[config.mk]
export PLATFORM = sky130hd
export DESIGN_NAME = prc_refresh_cfg
export DESIGN_NICKNAME = d
export VERILOG_FILES = /design/src/rtl/prc_pkg.sv /design/src/rtl/prc_refresh_cfg.sv
export SDC_FILE = /design/constraint.sdc
export NUM_CORES = 1
export LEC_CHECK = 0
export CORE_AREA = 2 2 110 59
export CTS_CLUSTER_SIZE = 16
export DETAILED_ROUTE_END_ITERATION = 16
export DIE_AREA = 0 0 112 61
export DONT_BUFFER_PORTS = 1
export PLACE_DENSITY = 0.75
export SETUP_SLACK_MARGIN = 0.4
export SYNTH_ARGS = -nofsm -noshare
export SYNTH_HDL_FRONTEND = slang
export SYNTH_SLANG_ARGS = --single-unit
[constraint.sdc]
create_clock -name ref_clk -period 2.7 [get_ports ref_clk]
set_input_delay 0.405 -clock ref_clk [delete_from_list [all_inputs] [get_ports ref_clk]]
set_output_delay 0.405 -clock ref_clk [all_outputs]
set_load 0.005 [all_outputs]
[src/rtl/prc_pkg.sv]
// Package for the pSRAM refresh configuration register block
// Behaviour
// - Power-up value 0070h loaded into register
// - Bits 2:0 pick the refreshed array portion
// - Code 100 refreshes nothing
// - Codes 0xx bottom-anchored, 1xx top-anchored regions
// - 128Mb: 8M/4M/2M/1M words, top eighth 700000h
// - 64Mb region bounds per code
// - 32Mb region bounds per code
// - Bit 4 low: deep sleep, refresh stopped
// - Deep sleep loses array contents
// - 150us initialization after leaving deep sleep
// - Bits 6:5 select four refresh rates
// - Bit 7 enables asynchronous page mode
package prc_pkg;
  localparam logic [15:0] PRC_RESET_VAL = 16'h0070;
  localparam logic [15:0] PRC_WRITE_MASK = 16'h00F7;
  localparam int PRC_PAR_LSB = 0;
  localparam int PRC_SLEEP_BIT = 4;
  localparam int PRC_TEMP_LSB = 5;
  localparam int PRC_PAGE_BIT = 7;
  localparam int PRC_SEL_ADDR_BIT = 19;
  localparam int PRC_CLK_MHZ = 125;
  localparam int PRC_INIT_US = 150;
  localparam int PRC_INIT_CYCLES = PRC_INIT_US * PRC_CLK_MHZ;
  localparam logic [1:0] PRC_DENS_128 = 2'h0;
  localparam logic [1:0] PRC_DENS_64 = 2'h1;
  localparam logic [1:0] PRC_DENS_32 = 2'h2;
  localparam logic [2:0] PRC_PAR_NONE = 3'h4;
  // Temperature steps, ascending
  typedef enum logic [1:0] {PRC_T15, PRC_T45, PRC_T70, PRC_T85} prc_temp_t;
  typedef struct packed {
    logic [22:0] lo;
    logic [22:0] hi;
    logic active;
  } prc_region_t;
endpackage : prc_pkg

[src/rtl/prc_refresh_cfg.sv]
// Refresh configuration register with refresh region decode
`timescale 1ns/100ps
`default_nettype none
module prc_refresh_cfg #(
  parameter int INIT_CYCLES = prc_pkg::PRC_INIT_CYCLES,
  parameter logic [1:0] DENSITY = prc_pkg::PRC_DENS_128
) (
  input wire logic ref_clk,
  input wire logic rst_n,
  input wire logic config_reg_enable,
  input wire logic we_n,
  input wire logic [22:0] addr,
  input wire logic [15:0] wdata,
  output logic [15:0] rdata,
  output logic refresh_enable,
  output logic deep_sleep,
  output logic init_busy,
  output logic array_valid,
  output logic page_mode_en,
  output prc_pkg::prc_temp_t temp_refresh_select,
  output prc_pkg::prc_region_t refresh_region
);
  logic [2:0] sync_cre_r;
  logic [1:0] sync_we_r;
  logic [22:0] sync_a0_r;
  logic [22:0] sync_a1_r;
  logic [15:0] sync_d0_r;
  logic [15:0] sync_d1_r;
  logic [15:0] refresh_config_reg_r;
  logic [31:0] init_cnt_r;
  logic wr_hit;

  // Two flops for every pin before use; third cre stage only for edge
  always_ff @(posedge ref_clk or negedge rst_n) begin
    if (!rst_n) begin
      sync_cre_r <= 3'h0;
      sync_we_r <= 2'h3;
      sync_a0_r <= 23'h000000;
      sync_a1_r <= 23'h000000;
      sync_d0_r <= 16'h0000;
      sync_d1_r <= 16'h0000;
    end else begin
      sync_cre_r <= {sync_cre_r[1:0], config_reg_enable};
      sync_we_r <= {sync_we_r[0], we_n};
      sync_a0_r <= addr;
      sync_a1_r <= sync_a0_r;
      sync_d0_r <= wdata;
      sync_d1_r <= sync_d0_r;
    end
  end

  // Write taken once per enable pulse, on its rising edge
  assign wr_hit = sync_cre_r[1] && !sync_cre_r[2] && !sync_we_r[1]
                  && !sync_a1_r[prc_pkg::PRC_SEL_ADDR_BIT];

  always_ff @(posedge ref_clk or negedge rst_n) begin
    if (!rst_n) begin
      refresh_config_reg_r <= prc_pkg::PRC_RESET_VAL;
    end else if (wr_hit) begin
      // Undefined bits keep their power-up state
      refresh_config_reg_r <= (sync_d1_r & prc_pkg::PRC_WRITE_MASK)
                            | (prc_pkg::PRC_RESET_VAL & ~prc_pkg::PRC_WRITE_MASK);
    end
  end

  // Region bounds for each density and code
  function automatic prc_pkg::prc_region_t region_of(input logic [1:0] dens,
                                                     input logic [2:0] code);
    logic [22:0] top;
    logic [22:0] size;
    prc_pkg::prc_region_t r;
    top = (dens == prc_pkg::PRC_DENS_32) ? 23'h1FFFFF :
          (dens == prc_pkg::PRC_DENS_64) ? 23'h3FFFFF : 23'h7FFFFF;
    // 128Mb halves at each step; smaller dies keep 3/4, 1/2 and 1/4
    unique case (code[1:0])
      2'h0: size = top + 23'h000001;
      2'h1: size = (dens == prc_pkg::PRC_DENS_128) ? 23'h400000 :
                   (dens == prc_pkg::PRC_DENS_64) ? 23'h300000 : 23'h180000;
      2'h2: size = (dens == prc_pkg::PRC_DENS_128) ? (top >> 2) + 23'h000001
                                                   : (top >> 1) + 23'h000001;
      default: size = (dens == prc_pkg::PRC_DENS_128) ? (top >> 3) + 23'h000001
                                                      : (top >> 2) + 23'h000001;
    endcase
    r.active = (code != prc_pkg::PRC_PAR_NONE);
    if (!code[2]) begin
      r.lo = 23'h000000;
      r.hi = size - 23'h000001;
    end else begin
      r.lo = top - size + 23'h000001;
      r.hi = top;
    end
    if (!r.active) begin
      r.lo = 23'h000000;
      r.hi = 23'h000000;
    end
    return r;
  endfunction : region_of

  always_ff @(posedge ref_clk or negedge rst_n) begin
    if (!rst_n) begin
      refresh_region <= region_of(DENSITY, prc_pkg::PRC_RESET_VAL[2:0]);
    end else begin
      refresh_region <= region_of(DENSITY, refresh_config_reg_r[2:0]);
    end
  end

  // Exit from deep sleep starts the initialization timer
  always_ff @(posedge ref_clk or negedge rst_n) begin
    if (!rst_n) begin
      init_cnt_r <= 32'h00000000;
    end else if (!refresh_config_reg_r[prc_pkg::PRC_SLEEP_BIT]) begin
      init_cnt_r <= 32'(INIT_CYCLES);
    end else if (init_cnt_r != 32'h00000000) begin
      init_cnt_r <= init_cnt_r - 32'h00000001;
    end
  end

  always_ff @(posedge ref_clk or negedge rst_n) begin
    if (!rst_n) begin
      deep_sleep <= 1'b0;
      refresh_enable <= 1'b1;
      init_busy <= 1'b0;
    end else begin
      deep_sleep <= !refresh_config_reg_r[prc_pkg::PRC_SLEEP_BIT];
      refresh_enable <= refresh_config_reg_r[prc_pkg::PRC_SLEEP_BIT]
                        && refresh_config_reg_r[2:0] != prc_pkg::PRC_PAR_NONE;
      init_busy <= refresh_config_reg_r[prc_pkg::PRC_SLEEP_BIT]
                   && init_cnt_r > 32'h00000001;
    end
  end

  // Contents lost once deep sleep is seen; only a reset restores it
  always_ff @(posedge ref_clk or negedge rst_n) begin
    if (!rst_n) begin
      array_valid <= 1'b1;
    end else if (!refresh_config_reg_r[prc_pkg::PRC_SLEEP_BIT]) begin
      array_valid <= 1'b0;
    end
  end

  always_ff @(posedge ref_clk or negedge rst_n) begin
    if (!rst_n) begin
      page_mode_en <= 1'b0;
      temp_refresh_select <= prc_pkg::PRC_T85;
      rdata <= prc_pkg::PRC_RESET_VAL;
    end else begin
      page_mode_en <= refresh_config_reg_r[prc_pkg::PRC_PAGE_BIT];
      temp_refresh_select <= prc_pkg::prc_temp_t'(refresh_config_reg_r[6:5]);
      rdata <= refresh_config_reg_r;
    end
  end
endmodule : prc_refresh_cfg
`default_nettype wire

==> Yosys cells after proc, flatten, opt, wreduce, memory -nomap -nowiden <==
Cells that the tools add are included.
{ "word_totals": {"regBits": 161, "latchBits": 0, "mem_bits_rw": 0, "mem_bits_ro": 0, "in_bits": 43, "out_inout_bits": 70, "elab_cells": 43, "memories": 0} }
{ "classes": {"add_sub_neg": 4, "multipliers": 0, "n_div": 0, "magnitude_cmp": 1, "eq_ne": 4, "shifts": 0, "mux": 5, "bitwise_logic": 0, "n_reduce_logical": 11} }
{ "ops": {"columns": ["operator", "count"], "rows": [
  ["$mux 46", 2],
  ["$pmux 23 s3", 1],
  ["$mux 32", 2],
  ["$gt 32x1->1 const B", 1],
  ["$reduce_bool 32->1", 1],
  ["$sub 32x1->32 const B", 1],
  ["$add 23x1->23 const B", 1],
  ["$sub 23x1->23 const B", 1],
  ["$sub 23x23->23 const A", 1],
  ["$logic_and 1x1->1", 5],
  ["$logic_not 1->1", 4],
  ["$ne 3x3->1 const B", 1],
  ["$eq 2x1->1 const B", 1],
  ["$eq 2x2->1 const B", 1],
  ["$logic_not 2->1", 1],
  ["$ne 2x1->1 const B", 1]
]} }

==> Logic depth before layout (Yosys ltp) <==
Gate-level depths: netlist (run 1).
{ "depth": {"ltp_word": 6, "depth_mapped": 10, "mapped_depth_nobuf": 7} }

==> Least setup slack after synthesis (run 1) <==
No wires, ideal clock.
{ "synth_path": {"path_kind": "flip-flop to flip-flop", "startpoint": "register init_cnt_r[0]", "endpoint": "register init_cnt_r[0]", "setup_time_ps": 132, "t_arrival_ps": 2306, "slack_ps": 263, "path_stages_with_launch": 11, "period_less_slack_ps": 2437, "path_cell_list": "dfrtp_1 > inv_1 > ha_1 > or4b_2 > nor4_2 > and3_1 > buf_2 > buf_2 > buf_2 > xnor2_1 > nor2_1"} }
{ "synth_between": {"elab_chain_len": 3} }
{ "synth_rtl": {"columns": ["item", "line_no", "text"], "rows": [
  ["start: declaration", "prc_refresh_cfg.sv:30", "logic [31:0] init_cnt_r;"],
  ["start signal: assignment", "prc_refresh_cfg.sv:112", "init_cnt_r <= 32'(INIT_CYCLES);"],
  ["start signal: assignment", "prc_refresh_cfg.sv:114", "init_cnt_r <= init_cnt_r - 32'h00000001;"],
  ["$sub 32x1->32", "prc_refresh_cfg.sv:114", null],
  ["$mux 32", "prc_refresh_cfg.sv:113", "end else if (init_cnt_r != 32'h00000000) begin"],
  ["$mux 32", "prc_refresh_cfg.sv:111", "end else if (!refresh_config_reg_r[prc_pkg::PRC_SLEEP_BIT]) begin"]
]} }
Several ways; a longest one is shown, not always the timed one. The select of a mux whose other input is x is not followed.
A chain may end at the register's enable or synchronous reset.

==> Worst setup path after layout (run 1) <==
{ "layout_path": {"startpoint": "register init_cnt_r[19]", "endpoint": "register init_cnt_r[29]"} }
Same word-level chain as after synthesis.

==> summary by stage, run 1 <==
Synthesis
Measured against the total synthesized area, the mux share comes to 0.0302. The count of state elements after synthesis is 78. Of the total synthesized cell area, the portion taken by AND, OR, NAND and NOR gates is 0.182. Synthesis produced a netlist whose cell count is 311.

The average cell area after synthesis is 11.5 um2. Of the total synthesized cell area, the portion taken by XOR and XNOR cells is 0.0123. The share of the synthesized area in compound gates (AO/OA/AOI/OAI) came to 0.0843. Counting flops with an async set or reset pin after synthesis yields a share of 1.00.

The area share of fa/ha/maj cells after synthesis is 0.00702. The synthesized design contains 0 enable-type register cells. The sequential share of the synthesized area is 0.553. The flip-flop cell with the highest count after synthesis is sky130_fd_sc_hd__dfrtp_1.

The total of warnings raised by yosys is 0. The largest family of logic cells by synthesized area is simple AND/OR/NAND/NOR gates. The cell area after technology mapping is 3560 um2. After synthesis, the netlist uses 45 different library cells.

Routing
The number of DRC markers in iteration 0 is 181. The first TritonRoute pass finished after 4 iterations. The average wire per standard cell is 16.6 um. Across all layers, the routed design uses 2212 vias.

The final layout contains routed wiring with a total length of 6470 um. In the routed layout, each cell is associated on average with a via count of 5.67. The number of design rule violations left after detail routing is 0.

Once detail routing completed, the nets flagged for antenna violations numbered 0.

Critical path
The slowest cell on the critical path is sky130_fd_sc_hd__or4_4. For the worst setup path, the data arrival time is 2.58 ns. The data required time at the worst endpoint is 2.96 ns. The number of buffers and inverters on the critical path is 0. Walking the worst path, the cells encountered are or4_4 > or4_4 > nand3b_4 > or4_4 > a21oi_2.

The critical path runs through a total of 5 cells. The kind of critical path is reg2reg. The worst reg2reg path depth is 5. The family with the most delay on the worst path is simple AND/OR/NAND/NOR gates.

The largest stage delay on the critical path is 0.56 ns. The most frequent cell on the critical path is sky130_fd_sc_hd__or4_4. The largest fanout of any net on the critical path is 6. The sort of element at the start of the critical path is a register.

The capturing element type of the critical path is a register.

Placement
Summed over all nets, the half-perimeter wirelength after detailed placement is 4020 um. The post-detailed-placement cell area is 3400 um2. The number of I/O port buffers is 0. In this run, placement finished with an instance count of 362. The weighted congestion reported at the end of routability-driven placement is 0.795.

STA
Setup total negative slack on the finished layout was measured at 0 ns. For the pin with the worst max-slew slack, the measured transition is 0.818 ns. On the final layout, the worst clock skew is 0.00616 ns.

For this run, the top clock speed supported by timing is 431 MHz. The setup violation total in the final timing report is 0. Measured against its own limit, the worst slew margin works out to 0.454. The shortest clock period the worst path allows after layout is 2.32 ns. The final-report max-slew violation count is 0. The count of final hold-check violations was 0. Setup repair after global routing could not meet its margin everywhere. Dividing the final minimum period by the clock period gives 0.860.

Floorplanning
The number of cell rows is 20. The number of top-level pins is 113. The horizontal extent of the die is 112 um. The die boundary height is 61 um. The core area is 5860 um2. The initial utilization of the core area, before any placement, comes to 0.608. The die covers 6830 um2.

Power
In this run the power density over the cells is 744 nW/um2. The maximum resistive drop on vdd is 0.637 mV. The reported leakage power is 1.66 nW.

Clocking
Clock latency on the worst-skew pair, taken at its later pin, is 0.33 ns. Clock tree synthesis found a total of 78 sinks. The longest clock path from root to sink contains 2 buffers. In this run the number of H-tree levels came out at 3.

The clock transition at the registers of the reported paths is 0.06 ns. TritonCTS built the clock tree. In this run the clock root is driven by a sky130_fd_sc_hd__clkbuf_16.

Counting the buffers created by CTS gives 9.

Global routing
For this run, the total global-route usage over all layers was measured as 0.206. The global-route congestion overflow total is 0. The number of antenna violations at the first check in global routing was 0. The via count of the first global-routing pass is 2046. The first global-routing pass estimated 10400 um of wire. The pin count of the biggest net entering global routing is 79.

Finish
The non-filler instance count after layout is 390. The post-layout utilization of the core is 0.663. Of the cells placed in the final design, the portion with a size suffix greater than 1 is 0.249. Compared with the post-synthesis result, the final layout area differs by 9.06%. 0 antenna diodes ended up in the layout. For this run, the post-layout net count is 353. The final instance area is 3880 um2.

The leading cell type in the layout, fill and taps excluded is sky130_fd_sc_hd__dfrtp_1. The top cell types in the final layout, fill and taps aside, are sky130_fd_sc_hd__dfrtp_1 (64), sky130_fd_sc_hd__conb_1 (29), sky130_fd_sc_hd__buf_4 (16), sky130_fd_sc_hd__a21oi_1 (15), sky130_fd_sc_hd__or3_1 (15). The fill cell total of the finished layout is 437.

Hold path
The path class of the lowest-slack min-delay path is in2reg. The worst hold path passes through 0 cells.

Status
The run finished with clean final reports.

Job
The max capacitance violation total is 0.
-- power breakdown --
| group | internal, mW | switching (mW) |
|---|---|---|
| clock | 0.833 | 0.439 |
| combinational | 0.0739 | 0.127 |
| sequential | 1.31 | 0.111 |
-- cells in the mapped netlist, types with 2 or more instances --
cell type                  count  area (um2)
sky130_fd_sc_hd__dfstp_2      14         368
sky130_fd_sc_hd__o21ai_0      11        55.1
sky130_fd_sc_hd__or3_1        16         100
sky130_fd_sc_hd__nand4_1       3        18.8
sky130_fd_sc_hd__clkbuf_1      5        18.8
sky130_fd_sc_hd__mux2_2        6        67.6
sky130_fd_sc_hd__nand2_1       8        30.0
sky130_fd_sc_hd__ha_1          2        25.0
sky130_fd_sc_hd__nor4_1        6        37.5
sky130_fd_sc_hd__nor3_1        2        10.0
sky130_fd_sc_hd__inv_1         4        15.0
sky130_fd_sc_hd__nor4_2        2        25.0
sky130_fd_sc_hd__buf_2         4        20.0
sky130_fd_sc_hd__and3_1        2        12.5
sky130_fd_sc_hd__nor2b_1       4        25.0
sky130_fd_sc_hd__and2_1        3        18.8
sky130_fd_sc_hd__xor2_1        2        17.5
sky130_fd_sc_hd__a21oi_1      17        85.1
sky130_fd_sc_hd__or4b_2        2        20.0
sky130_fd_sc_hd__o21a_1        3        22.5
sky130_fd_sc_hd__mux2i_1       4        40.0
sky130_fd_sc_hd__or4_1        11        82.6
sky130_fd_sc_hd__nor2_1       13        48.8
sky130_fd_sc_hd__o41ai_1       2        17.5
sky130_fd_sc_hd__nand2b_1      6        37.5
sky130_fd_sc_hd__xnor2_1       3        26.3
sky130_fd_sc_hd__nand3_1      10        50.1
sky130_fd_sc_hd__buf_4        53         398
sky130_fd_sc_hd__dfrtp_1      64        1600
sky130_fd_sc_hd__or4_4         3        33.8
sky130_fd_sc_hd__nor4b_1       2        17.5
sky130_fd_sc_hd__o31ai_1       8        60.1
sky130_fd_sc_hd__a31oi_1       4        25.0
-- routing by layer --
layer / GRT usage / vias to the layer above / part of all wire
li1: - / 1029 / -
met3: 0.0759 / 11 / 0.087
met1: 0.292 / 1082 / 0.47
met4: 0.0958 / 0 / 0.012
met5: 0 / - / 0
met2: 0.287 / 90 / 0.43
-- timing repair --
| action | in CTS | in global routing |
|---|---|---|
| cloned | 2 | 0 |
| endpoints found under the setup margin | 27 | 29 |
| hold buffers | 2 | 0 |
| pin swaps | 7 | 6 |
| endpoints found under the hold margin | 78 | 0 |
| setup buffers | 5 | 3 |
| resized for setup | 6 | 7 |
-- flip-flops by register name, summed over array words and instances (netlist names) --
name / flops
refresh_enable: 1
sync_we_r: 2
sync_d0_r: 7
sync_a1_r: 1
sync_a0_r: 1
refresh_region: 7
sync_d1_r: 7
refresh_config_reg_r: 7
rdata: 6
deep_sleep: 1
init_busy: 1
array_valid: 1
temp_refresh_select: 1
sync_cre_r: 3
init_cnt_r: 32
-- layout make-up --
cell class	instances	area, um2	area share
well taps	77	96.3	0.0248
clock buffers	12	246	0.0634
flip-flops and latches	78	1970	0.507
multi-input cells	195	1300	0.335
clock inverters	4	72.6	0.0187
repair buffers	20	184	0.0473
inverters	4	15.0	0.00386
-- cells by family (layout without fill, tap and decap cells) --
group                    count (synthesis)  after routing
multiplexers                            10             10
AND/OR/NAND/NOR                        100            101
AO/OA/AOI/OAI                           48             48
adder cells (fa/ha/maj)                  2              2
XOR/XNOR                                 5              5
flip-flops                              78             78
buffers and inverters                   67             40
other                                    1             29
-- path summary, 6_finish.rpt --
kind | from | endpoint | slack [ns]
setup / recovery | init_cnt_r[19] | init_cnt_r[29] | 0.38
hold / removal | we_n | sync_we_r[0] | 0.07
setup reg to reg | init_cnt_r[19] | init_cnt_r[29] | 0.38
hold reg to reg | sync_d0_r[2] | sync_d1_r[2] | 0.34
max in group asynchronous | rst_n | rdata[4] | 1.74
min in group asynchronous | rst_n | init_cnt_r[15] | 0.64
-- worst register-to-register path, stage by stage (launching register included) --
cell and delay (ns):
sky130_fd_sc_hd__dfrtp_1 0.38, sky130_fd_sc_hd__or4_4 0.56, sky130_fd_sc_hd__or4_4 0.48, sky130_fd_sc_hd__nand3b_4 0.21
sky130_fd_sc_hd__or4_4 0.49, sky130_fd_sc_hd__a21oi_2 0.12
-- metrics by stage --
step                total power [mW]  hold slack [ns]  setup WS [ns]
floorplan                       1.65            0.109          0.354
global placement                1.60            0.111          0.301
detailed placement              1.61            0.110          0.266
CTS                             2.92           0.0575          0.275
global route                    3.01           0.0466          0.320
finish                          2.89           0.0652          0.377
Note: power is estimated with default switching activity, not from simulation.
==> run 2: changes to the inputs <==
--- a/config.mk
+++ b/config.mk
@@ -5,10 +5,10 @@
 export SDC_FILE = /design/constraint.sdc
 export NUM_CORES = 1
 export LEC_CHECK = 0
-export CORE_AREA = 2 2 110 59
+export CORE_AREA = 2 2 79 81
 export CTS_CLUSTER_SIZE = 16
 export DETAILED_ROUTE_END_ITERATION = 16
-export DIE_AREA = 0 0 112 61
+export DIE_AREA = 0 0 81 83
 export DONT_BUFFER_PORTS = 1
 export PLACE_DENSITY = 0.75
 export SETUP_SLACK_MARGIN = 0.4
==> run 2 against run 1 <==
Clock power is 15% lower. Via count up 1.8%. Final cell count is 1.3% higher. Critical endpoint is now init_cnt_r[25]. Clock skew grew 0.0031 ns. Power is 7.1% lower. Count of clock-buffer cells in the layout is 2 lower. Critical path type unchanged. Sequential share of layout area is 0.36 points higher. Critical path depth unchanged. Non-clock buffer count grew 8. Utilization about the same. Highest routed layer unchanged.
==> summary by stage, run 2 (synthesis gave the netlist of run 1 again) <==
Clocking
The TritonCTS sink count is 78 (unchanged). The clock root buffer was sky130_fd_sc_hd__clkbuf_8 (was sky130_fd_sc_hd__clkbuf_16). The clock latency of the later-clocked register in the worst-skew pair is 0.35 ns (was 0.33 ns). The number of levels in the clock H-tree is 3 (unchanged).

The total clock buffers created by CTS is 9 (unchanged). The TritonCTS clock tree is done (unchanged). The clock transition at the registers of the reported paths came to 0.08 ns (was 0.06 ns).

The maximum clock insertion buffer count is 2 (unchanged).

STA
The worst-margin pin slew is 0.808 ns (was 0.818 ns). The total negative setup slack is 0 ns (unchanged). The worst hold slack after final layout was 0.0446 ns (was 0.0652 ns).

The max-slew headroom at the worst pin is 0.461 (was 0.454). The upper clock frequency limit was 425 MHz (was 431 MHz). The count of final hold-check violations was 0 (unchanged). The largest clock skew in the final design came to 0.00929 ns (was 0.00616 ns). The shortest clock period the worst path allows after layout is 2.35 ns (was 2.32 ns).

The final worst slack is 0.345 ns (was 0.377 ns). The setup violation total in the final timing report was 0 (unchanged). The share of the cycle needed by the critical path after routing is 0.872 (was 0.860). The final-report max-slew violation count is 0 (unchanged). Unrepaired setup endpoints after global routing: true (unchanged).

Placement
The weighted congestion reported at the end of routability-driven placement is 0.789 (was 0.795). The number of I/O port buffers is 0 (unchanged). The minimum setup slack after placement came to 0.161 ns (was 0.266 ns). The estimated wirelength of the detail-placed design is 3780 um (was 4020 um). The post-detailed-placement cell area is 3410 um2 (was 3400 um2).

Critical path
The sort of element at the start of the critical path is a register (unchanged). The largest fanout of any net on the critical path is 7 (was 6). The data required time at the worst endpoint is 2.96 ns (about the same). The capturing element type of the critical path was a register (unchanged). The kind of critical path was reg2reg (unchanged). The arrival time of the worst setup path is 2.61 ns (was 2.58 ns). The worst reg2reg path depth was 5 (unchanged).

Global routing
The pin count of the biggest net entering global routing was 79 (unchanged). The overall routing resource usage is 0.204 (was 0.206). The global-route congestion overflow total is 0 (unchanged).

The number of antenna violations at the first check in global routing is 0 (unchanged). The first-pass GRT wire length is 10400 um (about the same). The via count of the first global-routing pass is 2213 (was 2046).

Job
The max capacitance violation total is 0 (unchanged).

Routing
The length of the first detailed-routing pass in iterations came to 4 (unchanged). The via count is 2252 (was 2212). The vias per cell is 5.70 (was 5.67). The number of design rule violations left after detail routing is 0 (unchanged). The final routed wirelength across all metal layers came to 6320 um (was 6470 um). The number of DRC markers in iteration 0 came to 208 (was 181). The number of antenna-violating nets in the routed design came to 0 (unchanged).

The average wire per standard cell is 16.0 um (was 16.6 um).

Finish
The number of antenna repair diodes is 0 (unchanged). The layout overhead on the synthesized area was 8.29% (was 9.06%). The final instance area is 3860 um2 (was 3880 um2).

The largest register by flop count was init_cnt_r (unchanged). The number of flip-flops under the largest register name is 32 (unchanged). The leading cell type in the layout, fill and taps excluded is sky130_fd_sc_hd__dfrtp_1 (unchanged). Commonest cells after routing, fill and taps aside: sky130_fd_sc_hd__dfrtp_1 (64), sky130_fd_sc_hd__conb_1 (29), sky130_fd_sc_hd__buf_4 (23), sky130_fd_sc_hd__a21oi_1 (16), sky130_fd_sc_hd__or3_1 (16) (was sky130_fd_sc_hd__dfrtp_1 (64), sky130_fd_sc_hd__conb_1 (29), sky130_fd_sc_hd__buf_4 (16), sky130_fd_sc_hd__a21oi_1 (15), sky130_fd_sc_hd__or3_1 (15)). The ratio of cells with drive above 1 in the final layout is 0.263 (was 0.249). The net count reported at finish is 360 (was 353).

Floorplanning
The number of cell rows was 28 (was 20). The die boundary height came to 83 um (was 61 um). The initial standard-cell utilization of the core was 0.613 (was 0.608).

The area of the die is 6720 um2 (was 6830 um2). The core area is 5820 um2 (was 5860 um2). The horizontal extent of the die came to 81 um (was 112 um).

The number of top-level pins is 113 (unchanged).

Status
Status: finished clean (unchanged).

Power
The ratio of total power to cell area came to 696 nW/um2 (was 744 nW/um2). The reported leakage power is 1.67 nW (was 1.66 nW). The maximum resistive drop on vdd is 0.531 mV (was 0.637 mV).

Hold path
The worst hold path cell count was 0 (unchanged). The path class of the lowest-slack min-delay path is in2reg (unchanged).
[run 2: cell count changes in the layout (fill, tap and decap cells not counted), sizes merged]
| cell | previous run | this run |
|---|---|---|
| buf | 19 | 27 |
| bufinv | 2 | 3 |
| clkbuf | 12 | 10 |
| clkinv | 1 | 0 |
| inv | 4 | 6 |
| nand3b | 3 | 2 |
[run 2: critical path: stages, from the launching register on]
cell	delay, ns
sky130_fd_sc_hd__dfrtp_1	0.40
sky130_fd_sc_hd__or4_4	0.53
sky130_fd_sc_hd__or4_4	0.48
sky130_fd_sc_hd__nand3b_4	0.23
sky130_fd_sc_hd__nor4_2	0.35
sky130_fd_sc_hd__mux2i_1	0.28
[run 2: metal layers]
metal | track usage | vias up | part of all wire
met4 | 0.0924 | 0 | 0.012
met2 | 0.324 | 81 | 0.52
li1 | - | 1036 | -
met1 | 0.253 | 1127 | 0.42
met3 | 0.0652 | 8 | 0.051
met5 | 0 | - | 0
[run 2: path summary, 6_finish.rpt]
check / from / to / slack, ns
worst max register to register: init_cnt_r[19] / init_cnt_r[25] / 0.35
max in group asynchronous: rst_n / sync_we_r[1] / 1.76
worst min register to register: sync_d0_r[0] / sync_d1_r[0] / 0.35
worst min-delay path: we_n / sync_we_r[0] / 0.04
worst max-delay path: init_cnt_r[19] / init_cnt_r[25] / 0.35
min in group asynchronous: rst_n / init_cnt_r[30] / 0.60
[run 2: per-stage QoR]
stage                     power (mW)  utilization  cells
after global routing            2.83        0.663    395
after global placement          1.59        0.586    361
after CTS                       2.72        0.653    388
after floorplan                 1.65            -    339
after detailed placement        1.61        0.586    361
final                           2.69        0.663    395
[run 2: final cells by class]
class / instances / area (um2)
Clock buffer: 10 / 138
Clock inverter: 6 / 115
Fill cell: 446 / 1960
Inverter: 4 / 15.0
Multi-Input combinational cell: 194 / 1280
Sequential cell: 78 / 1970
Tap cell: 75 / 93.8
Timing Repair Buffer: 28 / 248
[run 2: power breakdown]
group          switching, mW  internal (mW)
combinational          0.121         0.0725
sequential             0.108           1.31
clock                  0.432          0.646
[run 2: what timing repair did]
item | CTS | global route
buffers inserted | 9 | 7
resized for setup | 8 | 2
hold buffers | 2 | 0
endpoints found under the setup margin | 21 | 29
endpoints found under the hold margin | 78 | 0
pin swaps | 10 | 4
==> run 3: changes to the inputs <==
--- a/config.mk
+++ b/config.mk
@@ -5,12 +5,12 @@
 export SDC_FILE = /design/constraint.sdc
 export NUM_CORES = 1
 export LEC_CHECK = 0
-export CORE_AREA = 2 2 79 81
+export CORE_AREA = 5 5 86 88
 export CTS_CLUSTER_SIZE = 16
 export DETAILED_ROUTE_END_ITERATION = 16
-export DIE_AREA = 0 0 81 83
+export DIE_AREA = 0 0 91 93
 export DONT_BUFFER_PORTS = 1
-export PLACE_DENSITY = 0.75
+export PLACE_DENSITY = 0.73
 export SETUP_SLACK_MARGIN = 0.4
 export SYNTH_ARGS = -nofsm -noshare
 export SYNTH_HDL_FRONTEND = slang
==> constraint.sdc (replaced) <==
create_clock -name ref_clk -period 2.1 [get_ports ref_clk]
set_input_delay 0.315 -clock ref_clk [delete_from_list [all_inputs] [get_ports ref_clk]]
set_output_delay 0.315 -clock ref_clk [all_outputs]
set_load 0.005 [all_outputs]
==> run 3 against run 2 <==
Sequential power up 27%. Critical path depth up 4. The run now ends with hold timing, setup timing left. Register-to-register slack got worse by 0.57 ns. Combinational power up 74%. Critical path type unchanged. Non-clock buffer count up 47. Utilization up 1.9 points. Largest power group unchanged. Setup slack worse by 0.57 ns. Hold slack got worse by 0.39 ns.
==> summary by stage, run 3 (synthesis gave the netlist of run 1 again) <==
STA
The worst hold slack after final layout came to -0.343 ns (was 0.0446 ns). The largest clock skew in the final design is 0.0111 ns (was 0.00929 ns). The max-slew headroom at the worst pin is 0.645 (was 0.461). The total negative setup slack is -4.64 ns (was 0 ns). The share of the cycle needed by the critical path after routing is 1.11 (was 0.872). The count of final hold-check violations came to 78 (was 0). Unrepaired setup endpoints after global routing: true (unchanged).

The final-report max-slew violation count is 0 (unchanged). The final worst slack is -0.223 ns (was 0.345 ns). The worst-margin pin slew was 0.533 ns (was 0.808 ns). The shortest clock period the worst path allows after layout is 2.32 ns (was 2.35 ns). The setup violation total in the final timing report is 29 (was 0). The upper clock frequency limit is 430 MHz (was 425 MHz).

Finish
The layout overhead on the synthesized area is 25.9% (was 8.29%). The largest register by flop count was init_cnt_r (unchanged). The net count reported at finish came to 408 (was 360).

The number of antenna repair diodes is 0 (unchanged). The final instance area is 4480 um2 (was 3860 um2). The leading cell type in the layout, fill and taps excluded is sky130_fd_sc_hd__dfrtp_1 (unchanged).

The area used by multi-input combinational logic is 1480 um2 (was 1280 um2). The non-filler instance count after layout is 448 (was 395). The number of flip-flops under the largest register name is 32 (unchanged). The flip-flop and latch area was 1970 um2 (unchanged). The fill cell total of the finished layout is 435 (was 446). The post-layout utilization of the core came to 0.682 (was 0.663). The ratio of cells with drive above 1 in the final layout is 0.399 (was 0.263). Commonest cells after routing, fill and taps aside: sky130_fd_sc_hd__dfrtp_1 (64), sky130_fd_sc_hd__buf_4 (52), sky130_fd_sc_hd__conb_1 (29), sky130_fd_sc_hd__a21oi_1 (14), sky130_fd_sc_hd__dfstp_2 (14) (was sky130_fd_sc_hd__dfrtp_1 (64), sky130_fd_sc_hd__conb_1 (29), sky130_fd_sc_hd__buf_4 (23), sky130_fd_sc_hd__a21oi_1 (16), sky130_fd_sc_hd__or3_1 (16)).

Power
The maximum resistive drop on vdd came to 0.751 mV (was 0.531 mV). The reported leakage power is 1.93 nW (was 1.67 nW). The ratio of total power to cell area is 715 nW/um2 (was 696 nW/um2).

Clocking
The clock latency of the later-clocked register in the worst-skew pair is 0.35 ns (about the same). The total clock buffers created by CTS is 9 (unchanged). The number of levels in the clock H-tree is 3 (unchanged).

The number of buffers inserted for hold repair after clock tree synthesis was 10 (was 2). The clock root buffer was sky130_fd_sc_hd__clkbuf_8 (unchanged). The TritonCTS clock tree is done (unchanged). The maximum clock insertion buffer count came to 2 (unchanged).

The TritonCTS sink count is 78 (unchanged). The clock transition at the registers of the reported paths is 0.09 ns (was 0.08 ns).

Status
The final reports fail on hold timing, setup timing. Status: finished with violations (was finished clean).

Routing
The final routed wirelength across all metal layers is 7820 um (was 6320 um). The number of design rule violations left after detail routing is 0 (unchanged). The length of the first detailed-routing pass in iterations is 4 (unchanged). The number of DRC markers in iteration 0 is 143 (was 208). The number of antenna-violating nets in the routed design is 0 (unchanged). The via count is 2486 (was 2252). The average wire per standard cell is 17.5 um (was 16.0 um). The vias per cell is 5.55 (was 5.70).

Floorplanning
The core area is 6570 um2 (was 5820 um2). The initial standard-cell utilization of the core came to 0.542 (was 0.613). The die boundary height was 93 um (was 83 um). The horizontal extent of the die came to 91 um (was 81 um). The number of cell rows is 30 (was 28).

The number of top-level pins is 113 (unchanged). The area of the die is 8460 um2 (was 6720 um2).

Critical path
The worst-case register-to-register setup slack is -0.22 ns (was 0.35 ns). Cells traversed along the worst timing path: inv_2 > ha_4 > or4b_4 > nor4_4 > and3_4 > buf_12 > buf_16 > or3_4 > a21oi_1 (was or4_4 > or4_4 > nand3b_4 > nor4_2 > mux2i_1). The sort of element at the start of the critical path is a register (unchanged). The largest fanout of any net on the critical path came to 8 (was 7).

The capturing element type of the critical path is a register (unchanged). The data required time at the worst endpoint came to 2.33 ns (was 2.96 ns). The slowest cell on the critical path is sky130_fd_sc_hd__or4b_4 (was sky130_fd_sc_hd__or4_4). The arrival time of the worst setup path is 2.55 ns (was 2.61 ns).

The largest stage delay on the critical path came to 0.47 ns (was 0.53 ns). The worst reg2reg path depth is 9 (was 5). The kind of critical path is reg2reg (unchanged).

Global routing
The via count of the first global-routing pass is 2464 (was 2213). The overall routing resource usage is 0.173 (was 0.204). The global-route congestion overflow total is 0 (unchanged).

The number of antenna violations at the first check in global routing is 0 (unchanged). The pin count of the biggest net entering global routing is 79 (unchanged). The first-pass GRT wire length came to 11800 um (was 10400 um).

Placement
The estimated wirelength of the detail-placed design is 4360 um (was 3780 um). The number of I/O port buffers is 0 (unchanged). The minimum setup slack after placement came to -0.179 ns (was 0.161 ns).

The weighted congestion reported at the end of routability-driven placement is 0.839 (was 0.789). The post-detailed-placement cell area was 3770 um2 (was 3410 um2). The placed instance count came to 405 (was 361).

Hold path
The path class of the lowest-slack min-delay path is in2async (was in2reg).

Job
The max capacitance violation total is 0 (unchanged).
==> run 3: through the flow <==
step	hold slack, ns	total power, mW
finish	-0.343	3.20
global route	-0.372	3.36
CTS	-0.360	3.20
detailed placement	0.0223	2.11
global placement	0.0230	2.10
floorplan	0.0194	2.14
==> run 3: power by group <==
part	switching (mW)	internal [mW]	total, mW
combinational	0.187	0.150	0.337
sequential	0.114	1.68	1.79
clock	0.622	0.454	1.08
==> run 3: worst paths after layout <==
| kind | startpoint | to |
|---|---|---|
| hold reg to reg | sync_d0_r[1] | sync_d1_r[1] |
| max in group asynchronous | rst_n | refresh_region[21] |
| min in group ref_clk | sync_d0_r[1] | sync_d1_r[1] |
| setup reg to reg | init_cnt_r[0] | init_cnt_r[6] |
| hold / removal | rst_n | init_cnt_r[27] |
| setup / recovery | init_cnt_r[0] | init_cnt_r[6] |
==> run 3: final cells by class <==
| type | instances | share of cell area |
|---|---|---|
| multi-input cells | 195 | 0.330 |
| clock buffers | 9 | 0.0276 |
| flip-flops and latches | 78 | 0.439 |
| inverters | 4 | 0.00335 |
| repair buffers | 75 | 0.164 |
| clock inverters | 7 | 0.0140 |
| well taps | 80 | 0.0223 |
==> run 3: repair_timing <==
action / CTS / global route
gates resized for setup: 16 / 25
endpoints found under the setup margin: 33 / 33
hold endpoints to repair: 88 / 78
pin swaps: 7 / 16
gates cloned: 2 / 3
setup buffers: 4 / 8
==> run 3: layer usage <==
metal | vias to the layer above | track usage | part of all wire
li1 | 1139 | - | -
met1 | 1254 | 0.211 | 0.39
met2 | 80 | 0.302 | 0.53
met3 | 13 | 0.0402 | 0.061
met4 | 0 | 0.0599 | 0.014
met5 | - | 0 | 0
==> run 3: worst max-delay path, delay by kind of cell, from the launching register on <==
family | cells | cell delay [ns]
and+or+nand+nor | 4 | 1.28
adders and majority gates | 1 | 0.14
AOI/OAI and AO/OA | 1 | 0.05
DFF | 1 | 0.39
buffers and inverters | 3 | 0.33
